`src/design/csr_pkg.sv`:
```
// package for the core special register block: register indexes, fields, reset values
package csr_pkg;

    // register indexes in the special-function space; byte address is four times the index
    localparam logic [7:0] CSR_IDX_STACK = 8'h81;
    localparam logic [7:0] CSR_IDX_PLOW  = 8'h82;
    localparam logic [7:0] CSR_IDX_PHIGH = 8'h83;
    localparam logic [7:0] CSR_IDX_FLAGS = 8'hD0;
    localparam logic [7:0] CSR_IDX_WORK  = 8'hE0;
    localparam logic [7:0] CSR_IDX_MULOP = 8'hF0;
    localparam logic [7:0] CSR_IDX_BITOP = 8'hA0;

    localparam int CSR_ADDR_W = 12;
    localparam int CSR_DATA_W = 32;

    // reset values
    localparam logic [7:0] CSR_RST_STACK = 8'h07;
    localparam logic [7:0] CSR_RST_ZERO  = 8'h00;

    // flag word bit positions
    localparam int CSR_FLG_CARRY  = 7;
    localparam int CSR_FLG_AUX    = 6;
    localparam int CSR_FLG_USER0  = 5;
    localparam int CSR_FLG_BANKHI = 4;
    localparam int CSR_FLG_BANKLO = 3;
    localparam int CSR_FLG_RANGE  = 2;
    localparam int CSR_FLG_USER1  = 1;
    localparam int CSR_FLG_ODD    = 0;

    // bit operation word fields
    localparam int CSR_BOP_IDX_LO = 0;
    localparam int CSR_BOP_POS_LO = 8;
    localparam int CSR_BOP_VAL    = 11;

    // register bank layout: four banks of eight bytes from location 0x00
    localparam int         CSR_BANK_SHIFT = 3;
    localparam logic [4:0] CSR_BANK_FIRST = 5'h00;
    localparam logic [4:0] CSR_BANK_LAST  = 5'h1F;

    typedef enum logic [1:0] {
        CSR_STK_HOLD = 2'b00,
        CSR_STK_PUSH = 2'b01,
        CSR_STK_POP  = 2'b10,
        CSR_STK_BOTH = 2'b11
    } csr_stack_op_t;

    typedef struct packed {
        logic [7:0]  stack_top_ptr;
        logic [7:0]  ptr_low_byte;
        logic [7:0]  ptr_high_byte;
        logic [7:0]  main_working_reg;
        logic [7:0]  mul_div_operand;
        logic        carry_flag;
        logic        aux_carry_flag;
        logic        user_flag_zero;
        logic [1:0]  reg_bank_select;
        logic        signed_range_flag;
        logic        user_flag_one;
        logic        odd_bits_flag;
        logic [31:0] rdata;
        logic        slverr;
    } csr_state_t;

endpackage : csr_pkg

```
`src/design/csr_core_regs.sv`:
```
// core special registers: data pointer, stack pointer, working registers and flags over apb
`timescale 1ns/1ps
`default_nettype none

// What this block does
// - pointer low byte at 0x82, rw, reset zero
// - pointer high byte at 0x83, forms 16-bit pointer
// - reset loads stack 0x07, everything else zero
// - push increments stack pointer before the write
// - working register at 0xE0, rw, bit addressable
// - multiply/divide operand at 0xF0, bit addressable
// - flags at 0xD0, low bit read-only
// - carry bit 7 follows arithmetic carry/borrow
// - user flag zero only software changes
// - bank select picks one of four banks
module csr_core_regs (
    input  wire logic                           pclk,
    input  wire logic                           presetn,
    input  wire logic                           psel,
    input  wire logic                           penable,
    input  wire logic                           pwrite,
    input  wire logic [csr_pkg::CSR_ADDR_W-1:0] paddr,
    input  wire logic [csr_pkg::CSR_DATA_W-1:0] pwdata,
    input  wire logic [3:0]                     pstrb,
    output logic      [csr_pkg::CSR_DATA_W-1:0] prdata,
    output logic                                pready,
    output logic                                pslverr,
    input  wire logic                           stack_store_op,
    input  wire logic                           stack_retrieve_op,
    input  wire logic                           alu_flag_we,
    input  wire logic                           alu_carry,
    input  wire logic                           alu_aux_carry,
    input  wire logic                           alu_range,
    input  wire logic                           work_we,
    input  wire logic [7:0]                     work_wdata,
    input  wire logic                           mulop_we,
    input  wire logic [7:0]                     mulop_wdata,
    input  wire logic                           ptr_we,
    input  wire logic [15:0]                    ptr_wdata,
    output logic      [7:0]                     stack_top_ptr,
    output logic      [15:0]                    data_ptr16,
    output logic      [7:0]                     main_working_reg,
    output logic      [7:0]                     mul_div_operand,
    output logic      [7:0]                     cpu_flags_word,
    output logic      [4:0]                     bank_base_addr
);
    import csr_pkg::*;

    csr_state_t s_q;
    csr_state_t s_d;

    logic          setup_ph;
    logic          wr_acc;
    logic [7:0]    idx;
    logic          aligned;
    logic [7:0]    wbyte;
    logic          wbyte_en;
    csr_stack_op_t stk_op;
    logic [7:0]    bop_idx;
    logic [2:0]    bop_pos;
    logic          bop_val;
    logic [7:0]    bop_tgt;

    // true when the index names one of the registers this block answers for
    function automatic logic idx_mapped(input logic [7:0] i);
        case (i)
            CSR_IDX_STACK, CSR_IDX_PLOW, CSR_IDX_PHIGH,
            CSR_IDX_FLAGS, CSR_IDX_WORK, CSR_IDX_MULOP,
            CSR_IDX_BITOP: idx_mapped = 1'b1;
            default:       idx_mapped = 1'b0;
        endcase
    endfunction : idx_mapped

    // only these three registers take single-bit operations
    function automatic logic idx_bit_ok(input logic [7:0] i);
        idx_bit_ok = (i == CSR_IDX_FLAGS) || (i == CSR_IDX_WORK) || (i == CSR_IDX_MULOP);
    endfunction : idx_bit_ok

    function automatic logic [7:0] flags_of(input csr_state_t s);
        logic [7:0] f;
        f                 = 8'h00;
        f[CSR_FLG_CARRY]  = s.carry_flag;
        f[CSR_FLG_AUX]    = s.aux_carry_flag;
        f[CSR_FLG_USER0]  = s.user_flag_zero;
        f[CSR_FLG_BANKHI] = s.reg_bank_select[1];
        f[CSR_FLG_BANKLO] = s.reg_bank_select[0];
        f[CSR_FLG_RANGE]  = s.signed_range_flag;
        f[CSR_FLG_USER1]  = s.user_flag_one;
        f[CSR_FLG_ODD]    = s.odd_bits_flag;
        flags_of = f;
    endfunction : flags_of

    function automatic logic [7:0] read_of(input csr_state_t s, input logic [7:0] i);
        case (i)
            CSR_IDX_STACK: read_of = s.stack_top_ptr;
            CSR_IDX_PLOW:  read_of = s.ptr_low_byte;
            CSR_IDX_PHIGH: read_of = s.ptr_high_byte;
            CSR_IDX_FLAGS: read_of = flags_of(s);
            CSR_IDX_WORK:  read_of = s.main_working_reg;
            CSR_IDX_MULOP: read_of = s.mul_div_operand;
            default:       read_of = 8'h00;
        endcase
    endfunction : read_of

    assign setup_ph = psel && !penable;
    assign wr_acc   = psel && penable && pwrite;
    assign aligned  = (paddr[1:0] == 2'b00) && (paddr[CSR_ADDR_W-1:10] == 2'b00);
    assign idx      = paddr[9:2];
    assign wbyte    = pwdata[7:0];
    assign wbyte_en = wr_acc && pstrb[0] && aligned;
    assign stk_op   = csr_stack_op_t'({stack_retrieve_op, stack_store_op});
    assign bop_idx  = pwdata[CSR_BOP_IDX_LO +: 8];
    assign bop_pos  = pwdata[CSR_BOP_POS_LO +: 3];
    assign bop_val  = pwdata[CSR_BOP_VAL];

    always_comb begin
        s_d     = s_q;
        bop_tgt = 8'h00;

        // software writes first; datapath events below take precedence
        if (wbyte_en) begin
            case (idx)
                CSR_IDX_STACK: s_d.stack_top_ptr = wbyte;
                CSR_IDX_PLOW:  s_d.ptr_low_byte  = wbyte;
                CSR_IDX_PHIGH: s_d.ptr_high_byte = wbyte;
                CSR_IDX_WORK:  s_d.main_working_reg = wbyte;
                CSR_IDX_MULOP: s_d.mul_div_operand  = wbyte;
                CSR_IDX_FLAGS: begin
                    // odd-bits flag is not writable; it follows the working register
                    s_d.carry_flag        = wbyte[CSR_FLG_CARRY];
                    s_d.aux_carry_flag    = wbyte[CSR_FLG_AUX];
                    s_d.user_flag_zero    = wbyte[CSR_FLG_USER0];
                    s_d.reg_bank_select   = wbyte[CSR_FLG_BANKHI:CSR_FLG_BANKLO];
                    s_d.signed_range_flag = wbyte[CSR_FLG_RANGE];
                    s_d.user_flag_one     = wbyte[CSR_FLG_USER1];
                end
                CSR_IDX_BITOP: begin
                    if (idx_bit_ok(bop_idx)) begin
                        bop_tgt          = read_of(s_q, bop_idx);
                        bop_tgt[bop_pos] = bop_val;
                        case (bop_idx)
                            CSR_IDX_WORK:  s_d.main_working_reg = bop_tgt;
                            CSR_IDX_MULOP: s_d.mul_div_operand  = bop_tgt;
                            CSR_IDX_FLAGS: begin
                                s_d.carry_flag        = bop_tgt[CSR_FLG_CARRY];
                                s_d.aux_carry_flag    = bop_tgt[CSR_FLG_AUX];
                                s_d.user_flag_zero    = bop_tgt[CSR_FLG_USER0];
                                s_d.reg_bank_select   = bop_tgt[CSR_FLG_BANKHI:CSR_FLG_BANKLO];
                                s_d.signed_range_flag = bop_tgt[CSR_FLG_RANGE];
                                s_d.user_flag_one     = bop_tgt[CSR_FLG_USER1];
                            end
                            default: s_d.user_flag_one = s_d.user_flag_one;
                        endcase
                    end
                end
                default: s_d.slverr = s_d.slverr;
            endcase
        end

        // datapath wins a same-cycle collision with a software write
        if (work_we) begin
            s_d.main_working_reg = work_wdata;
        end
        if (mulop_we) begin
            s_d.mul_div_operand = mulop_wdata;
        end
        if (ptr_we) begin
            s_d.ptr_high_byte = ptr_wdata[15:8];
            s_d.ptr_low_byte  = ptr_wdata[7:0];
        end
        if (alu_flag_we) begin
            s_d.carry_flag        = alu_carry;
            s_d.aux_carry_flag    = alu_aux_carry;
            s_d.signed_range_flag = alu_range;
        end

        // a push and a pop in one cycle cancel; the pointer keeps its value
        case (stk_op)
            CSR_STK_PUSH: s_d.stack_top_ptr = s_q.stack_top_ptr + 8'h01;
            CSR_STK_POP:  s_d.stack_top_ptr = s_q.stack_top_ptr - 8'h01;
            CSR_STK_BOTH: s_d.stack_top_ptr = s_q.stack_top_ptr;
            default:      s_d.stack_top_ptr = s_d.stack_top_ptr;
        endcase

        // tracks the next working value so it never lags the register by a cycle
        s_d.odd_bits_flag = ^s_d.main_working_reg;

        // read data and error are captured in the setup phase, giving a zero-wait access phase
        if (setup_ph) begin
            s_d.slverr = !(aligned && idx_mapped(idx));
            s_d.rdata  = {24'h000000, (aligned ? read_of(s_q, idx) : 8'h00)};
            if (pwrite || !aligned) begin
                s_d.rdata = 32'h00000000;
            end
        end
    end

    always_ff @(posedge pclk or negedge presetn) begin
        if (!presetn) begin
            s_q                   <= '0;
            s_q.stack_top_ptr     <= CSR_RST_STACK;
            s_q.ptr_low_byte      <= CSR_RST_ZERO;
            s_q.ptr_high_byte     <= CSR_RST_ZERO;
            s_q.main_working_reg  <= CSR_RST_ZERO;
            s_q.mul_div_operand   <= CSR_RST_ZERO;
        end else begin
            s_q <= s_d;
        end
    end

    assign pready           = 1'b1;
    assign prdata           = s_q.rdata;
    assign pslverr          = psel && penable && s_q.slverr;
    assign stack_top_ptr    = s_q.stack_top_ptr;
    assign data_ptr16       = {s_q.ptr_high_byte, s_q.ptr_low_byte};
    assign main_working_reg = s_q.main_working_reg;
    assign mul_div_operand  = s_q.mul_div_operand;
    assign cpu_flags_word   = flags_of(s_q);
    // bank base stays within 0x00..0x1F by construction
    assign bank_base_addr   = CSR_BANK_FIRST
                            | {s_q.reg_bank_select, 3'b000};

endmodule : csr_core_regs

`default_nettype wire

```
`config.mk`:
```
export PLATFORM = sky130hd
export DESIGN_NAME = csr_core_regs
export DESIGN_NICKNAME = d
export VERILOG_FILES = /design/src/design/csr_pkg.sv /design/src/design/csr_core_regs.sv
export SDC_FILE = /design/constraint.sdc
export NUM_CORES = 1
export LEC_CHECK = 0
export CELL_PAD_IN_SITES_DETAIL_PLACEMENT = 1
export CELL_PAD_IN_SITES_GLOBAL_PLACEMENT = 2
export CORE_MARGIN = 2
export CORE_UTILIZATION = 37
export DETAILED_ROUTE_END_ITERATION = 6
export DONT_BUFFER_PORTS = 1
export PLACE_DENSITY_LB_ADDON = 0.1
export SLEW_MARGIN = 10
export SYNTH_ARGS = -nofsm -noshare
export SYNTH_HDL_FRONTEND = slang
export SYNTH_SLANG_ARGS = --single-unit
```
`constraint.sdc`:
```
create_clock -name pclk -period 2.55 [get_ports pclk]
set_input_delay 0 -clock pclk [delete_from_list [all_inputs] [get_ports pclk]]
set_output_delay 0 -clock pclk [all_outputs]
set_load 0.01 [all_outputs]
```
==> summary.md <==
| Metric | Value |
|---|---|
| CTS tree | done |
| Antenna-violating nets left | 0 |
| CP required | between 2000 and 3000 ps |
| Worst vdd ir | 0.298 mV |
| Die Ht | 119 µm |
| Reg2Reg Depth | 9 |
| Multi-input logic area | ~2800 µm² |
| Fillers | 1,534 |
| Worst Path Max Fanout | 2 |
| Clock skew | 8.89 ps |
| Yosys warning count | 0 |
| DRC Markers | 0 |
| Total Neg Setup Slack | 0 ps |
| Max reg flops | 16 |
| Critical path cell sequence | inv_1, o21ai_0, a22oi_1, o22ai_1, mux2_4, a221o_1, xnor3_1, xnor2_2, xor2_1 |
| Total setup buffers inserted after CTS | 0 |
| Startpoint Class | flip-flop |
| Final hold vios | 0 |
| Layout cells sized above 1 | 0.190 |
| Initial antenna violation count | 0 |
| Pwr Density | 570 nW/µm² |
| WS Path Type | flip-flop to flip-flop |
| Die area | 14,200 µm² |
| Drt wl/cell | about 23 µm |
| Worst-margin pin slew | 977 ps |
| Synthesis-to-finish area growth | 18.3% |
| Predominant post-synthesis flop cell | dfrtp_1 |
| I/O pin total | 181 |
| Clock Latency Late Sink | 340 ps |
| Final Cycle Share | 0.974 |
| Nets | 693 |
| DR vias | 4,304 |
| Port bufs | 0 |
| Synth Register Bits | 57 |
| Ant. Diodes | 0 |
| Leakage power | 2.49 nW |
| Grt total ovfl | 0 |
| Clock buffer depth | 2 |
| Count of flip-flops with a built-in enable after synthesis | 0 |
| Slew headroom | 0.347 |
| Post-synthesis cell count | 560 |
| Via-per-instance ratio | 5.58 |
| Worst EP arrival | 2710 ps |
| Crit path depth | 9 |
| CTS Sinks | 57 |
| Initial drt markers | 225 |
| Max stage delay cell, worst path | xnor3_1 |
| Chip Width | about 120 µm |
| Worst path top cell family by delay | compound AO/OA/AOI/OAI gates |
| Type of the worst min-delay path | input pin to flip-flop |
| Status | completed |
| Finish-stage setup viols | 0 |
| Max Fclk | ~400 MHz |
| Initial Util | 0.374 |
| Root buf cell | clkbuf_16 |
| Maximum capacitance violations | 0 |
| Crit path buf inv count | 1 |
| Drt total wl | 17.9 mm |
| Worst path max stage delay | 380 ps |
| Final Slew Violations | 0 |
| Reg clk slew, reported paths | 60 ps |
| Htree depth | 3 |
| Cell variety after synth | 63 |
| Power consumption | 3.30 mW |
| DRT Pass-1 Iters | 5 |
| Num CTS Buffers | 9 |
| Synthesized area | 4890 µm² |
| Syn avg cell area | 8.73 µm² |
| Endpoint type of the worst setup path | flip-flop |
| Worst Hold Depth | 2 |
| Final min period | 2480 ps |
| First-pass GRT wire length | 27.5 mm |
| All-Layer GR Usage | 0.259 |
| RSZ-0062 raised after global routing | false |
| Core Footprint | 13,100 µm² |
| Final HPWL DP | 12.8 mm |
| GPL Wtd Cong | 0.909 |
| Cell row count | between 40 and 50 |
| Ys async rst share | 1.00 |
| Sequential cell area | 1430 µm² |
| Largest net degree at the start of global routing | 58 |
| Sequential share of the synthesized area | 0.292 |
| Number of global-route vias before repair | 4,501 |
## repair_timing
| item | 4_1_cts | 5_1_grt |
|---|---|---|
| resized for setup | 0 | 9 |
| hold buffers | 68 | 0 |
| hold endpoints to repair | 103 | 0 |
| setup endpoints to repair | 0 | 3 |
## metrics by stage
stage | instance area [µm²] | setup slack [ps] | cells | util | hold slack (ps)
floorplan | 4990 | 215 | 586 | - | -296
global placement | 4750 | 55.1 | 687 | 0.363 | -293
detailed placement | 4750 | 63.7 | 687 | 0.363 | -293
CTS | 5730 | 60.0 | 771 | 0.438 | 1.67
global route | 5780 | 0.749 | 771 | 0.442 | 37.7
finish | 5780 | 65.6 | 771 | 0.442 | 15.3
## cell type report
type / count / share of cell area
clock buffer: 13 / 0.0467
timing repair buffer: 111 / 0.177
clock inverter: 3 / 0.00260
multi-input combinational: 401 / 0.482
inverter: 10 / 0.00649
sequential: 57 / 0.247
tap: 176 / 0.0381
## Yosys cell counts, types with 2 or more instances
| library cell | instances | area, µm² |
|---|---|---|
| buf_4 | 87 | 653 |
| dfrtp_1 | 54 | 1350 |
| nand2_1 | 52 | 195 |
| o21ai_0 | 51 | 255 |
| mux2i_1 | 35 | 350 |
| a22oi_1 | 29 | 218 |
| mux2_2 | 27 | 304 |
| clkbuf_1 | 23 | 86.3 |
| nor2_1 | 22 | 82.6 |
| a21oi_1 | 21 | 105 |
| inv_1 | 10 | 37.5 |
| nand3_1 | 9 | 45.0 |
| o22ai_1 | 9 | 56.3 |
| ha_1 | 8 | 100 |
| nor2b_1 | 8 | 50.1 |
| a31oi_1 | 7 | 43.8 |
| nor3_1 | 7 | 35.0 |
| xnor2_1 | 6 | 52.6 |
| a22o_1 | 5 | 43.8 |
| o221ai_1 | 5 | 43.8 |
| or4_1 | 5 | 37.5 |
| a21o_1 | 4 | 30.0 |
| buf_1 | 4 | 15.0 |
| nand2b_1 | 4 | 25.0 |
| nand3b_1 | 4 | 30.0 |
| nand4_1 | 4 | 25.0 |
| o21a_1 | 4 | 30.0 |
| o21bai_1 | 4 | 30.0 |
| a221o_2 | 3 | 33.8 |
| buf_2 | 3 | 15.0 |
| dfstp_2 | 3 | 78.8 |
| xor2_1 | 3 | 26.3 |
| a221o_1 | 2 | 20.0 |
| and4_1 | 2 | 17.5 |
| conb_1 | 2 | 7.51 |
| nor3_2 | 2 | 20.0 |
| nor4_1 | 2 | 12.5 |
| nor4_4 | 2 | 42.5 |
| o21ai_1 | 2 | 10.0 |
| o221ai_2 | 2 | 30.0 |
| or2_1 | 2 | 12.5 |
## worst paths after layout
path                       slack [ps]             start                  end
setup / recovery                   70  stack_top_ptr[0]    cpu_flags_word[0]
setup reg to reg                   70  stack_top_ptr[0]    cpu_flags_word[0]
max in group asynchronous        2070           presetn     stack_top_ptr[1]
min in group asynchronous         180           presetn        data_ptr16[3]
hold / removal                     20         pwdata[1]  main_working_reg[1]
hold reg to reg                   480            s_q[0]               s_q[0]
## report_power, final
part | switching (mW) | internal (mW) | total, mW
clock | 0.452 | 0.732 | 1.18
combinational | 0.503 | 0.463 | 0.966
sequential | 0.133 | 1.02 | 1.15
## cell families after synthesis
logic type,count (synthesis),share of synthesized area
flops,57,0.292
simple gates,137,0.152
compound gates,155,0.208
buf+inv,128,0.167
xor+xnor,10,0.0207
fa+ha+maj,9,0.0246
other cells,2,0.00154
mux,62,0.134
## worst register-to-register path, delay by kind of cell, from the launching register on
family / cells / cell delay (ps)
AOI/OAI and AO/OA: 4 / 870
xor gates and xnor gates: 3 / 690
buffers and inverters: 1 / 110
DFF: 1 / 360
muxes: 1 / 310
## layer usage
layer	wire (µm)	track usage
met1	8240	0.357
met2	7950	0.388
met3	1140	0.0556
met4	599	0.118
met5	0	0
## layout by cell type (no fill, tap or decap), types with 3 or more instances in the layout
cell | synthesis | final
nand2b_1 | 4 | 4
nor2b_1 | 8 | 8
dfstp_2 | 3 | 3
xor2_1 | 3 | 3
clkinv_2 | 0 | 3
o22ai_1 | 9 | 9
a22oi_1 | 29 | 28
a31oi_1 | 7 | 6
o21ai_0 | 51 | 51
nand2_1 | 52 | 52
o221ai_1 | 5 | 5
xnor2_1 | 6 | 5
clkbuf_16 | 0 | 9
o21bai_1 | 4 | 4
a21o_1 | 4 | 4
dlygate4sd3_1 | 0 | 67
nand3_1 | 9 | 9
nand3b_1 | 4 | 4
inv_1 | 10 | 10
buf_4 | 87 | 42
clkbuf_8 | 0 | 3
nand4_1 | 4 | 4
a21oi_1 | 21 | 19
ha_1 | 8 | 8
mux2_2 | 27 | 26
or4_1 | 5 | 5
dfrtp_1 | 54 | 54
a221o_2 | 3 | 3
a22o_1 | 5 | 5
mux2i_1 | 35 | 35
nor2_1 | 22 | 22
o21a_1 | 4 | 4
conb_1 | 2 | 28
nor3_1 | 7 | 7
No activity file was read; power rests on OpenSTA's default activity.
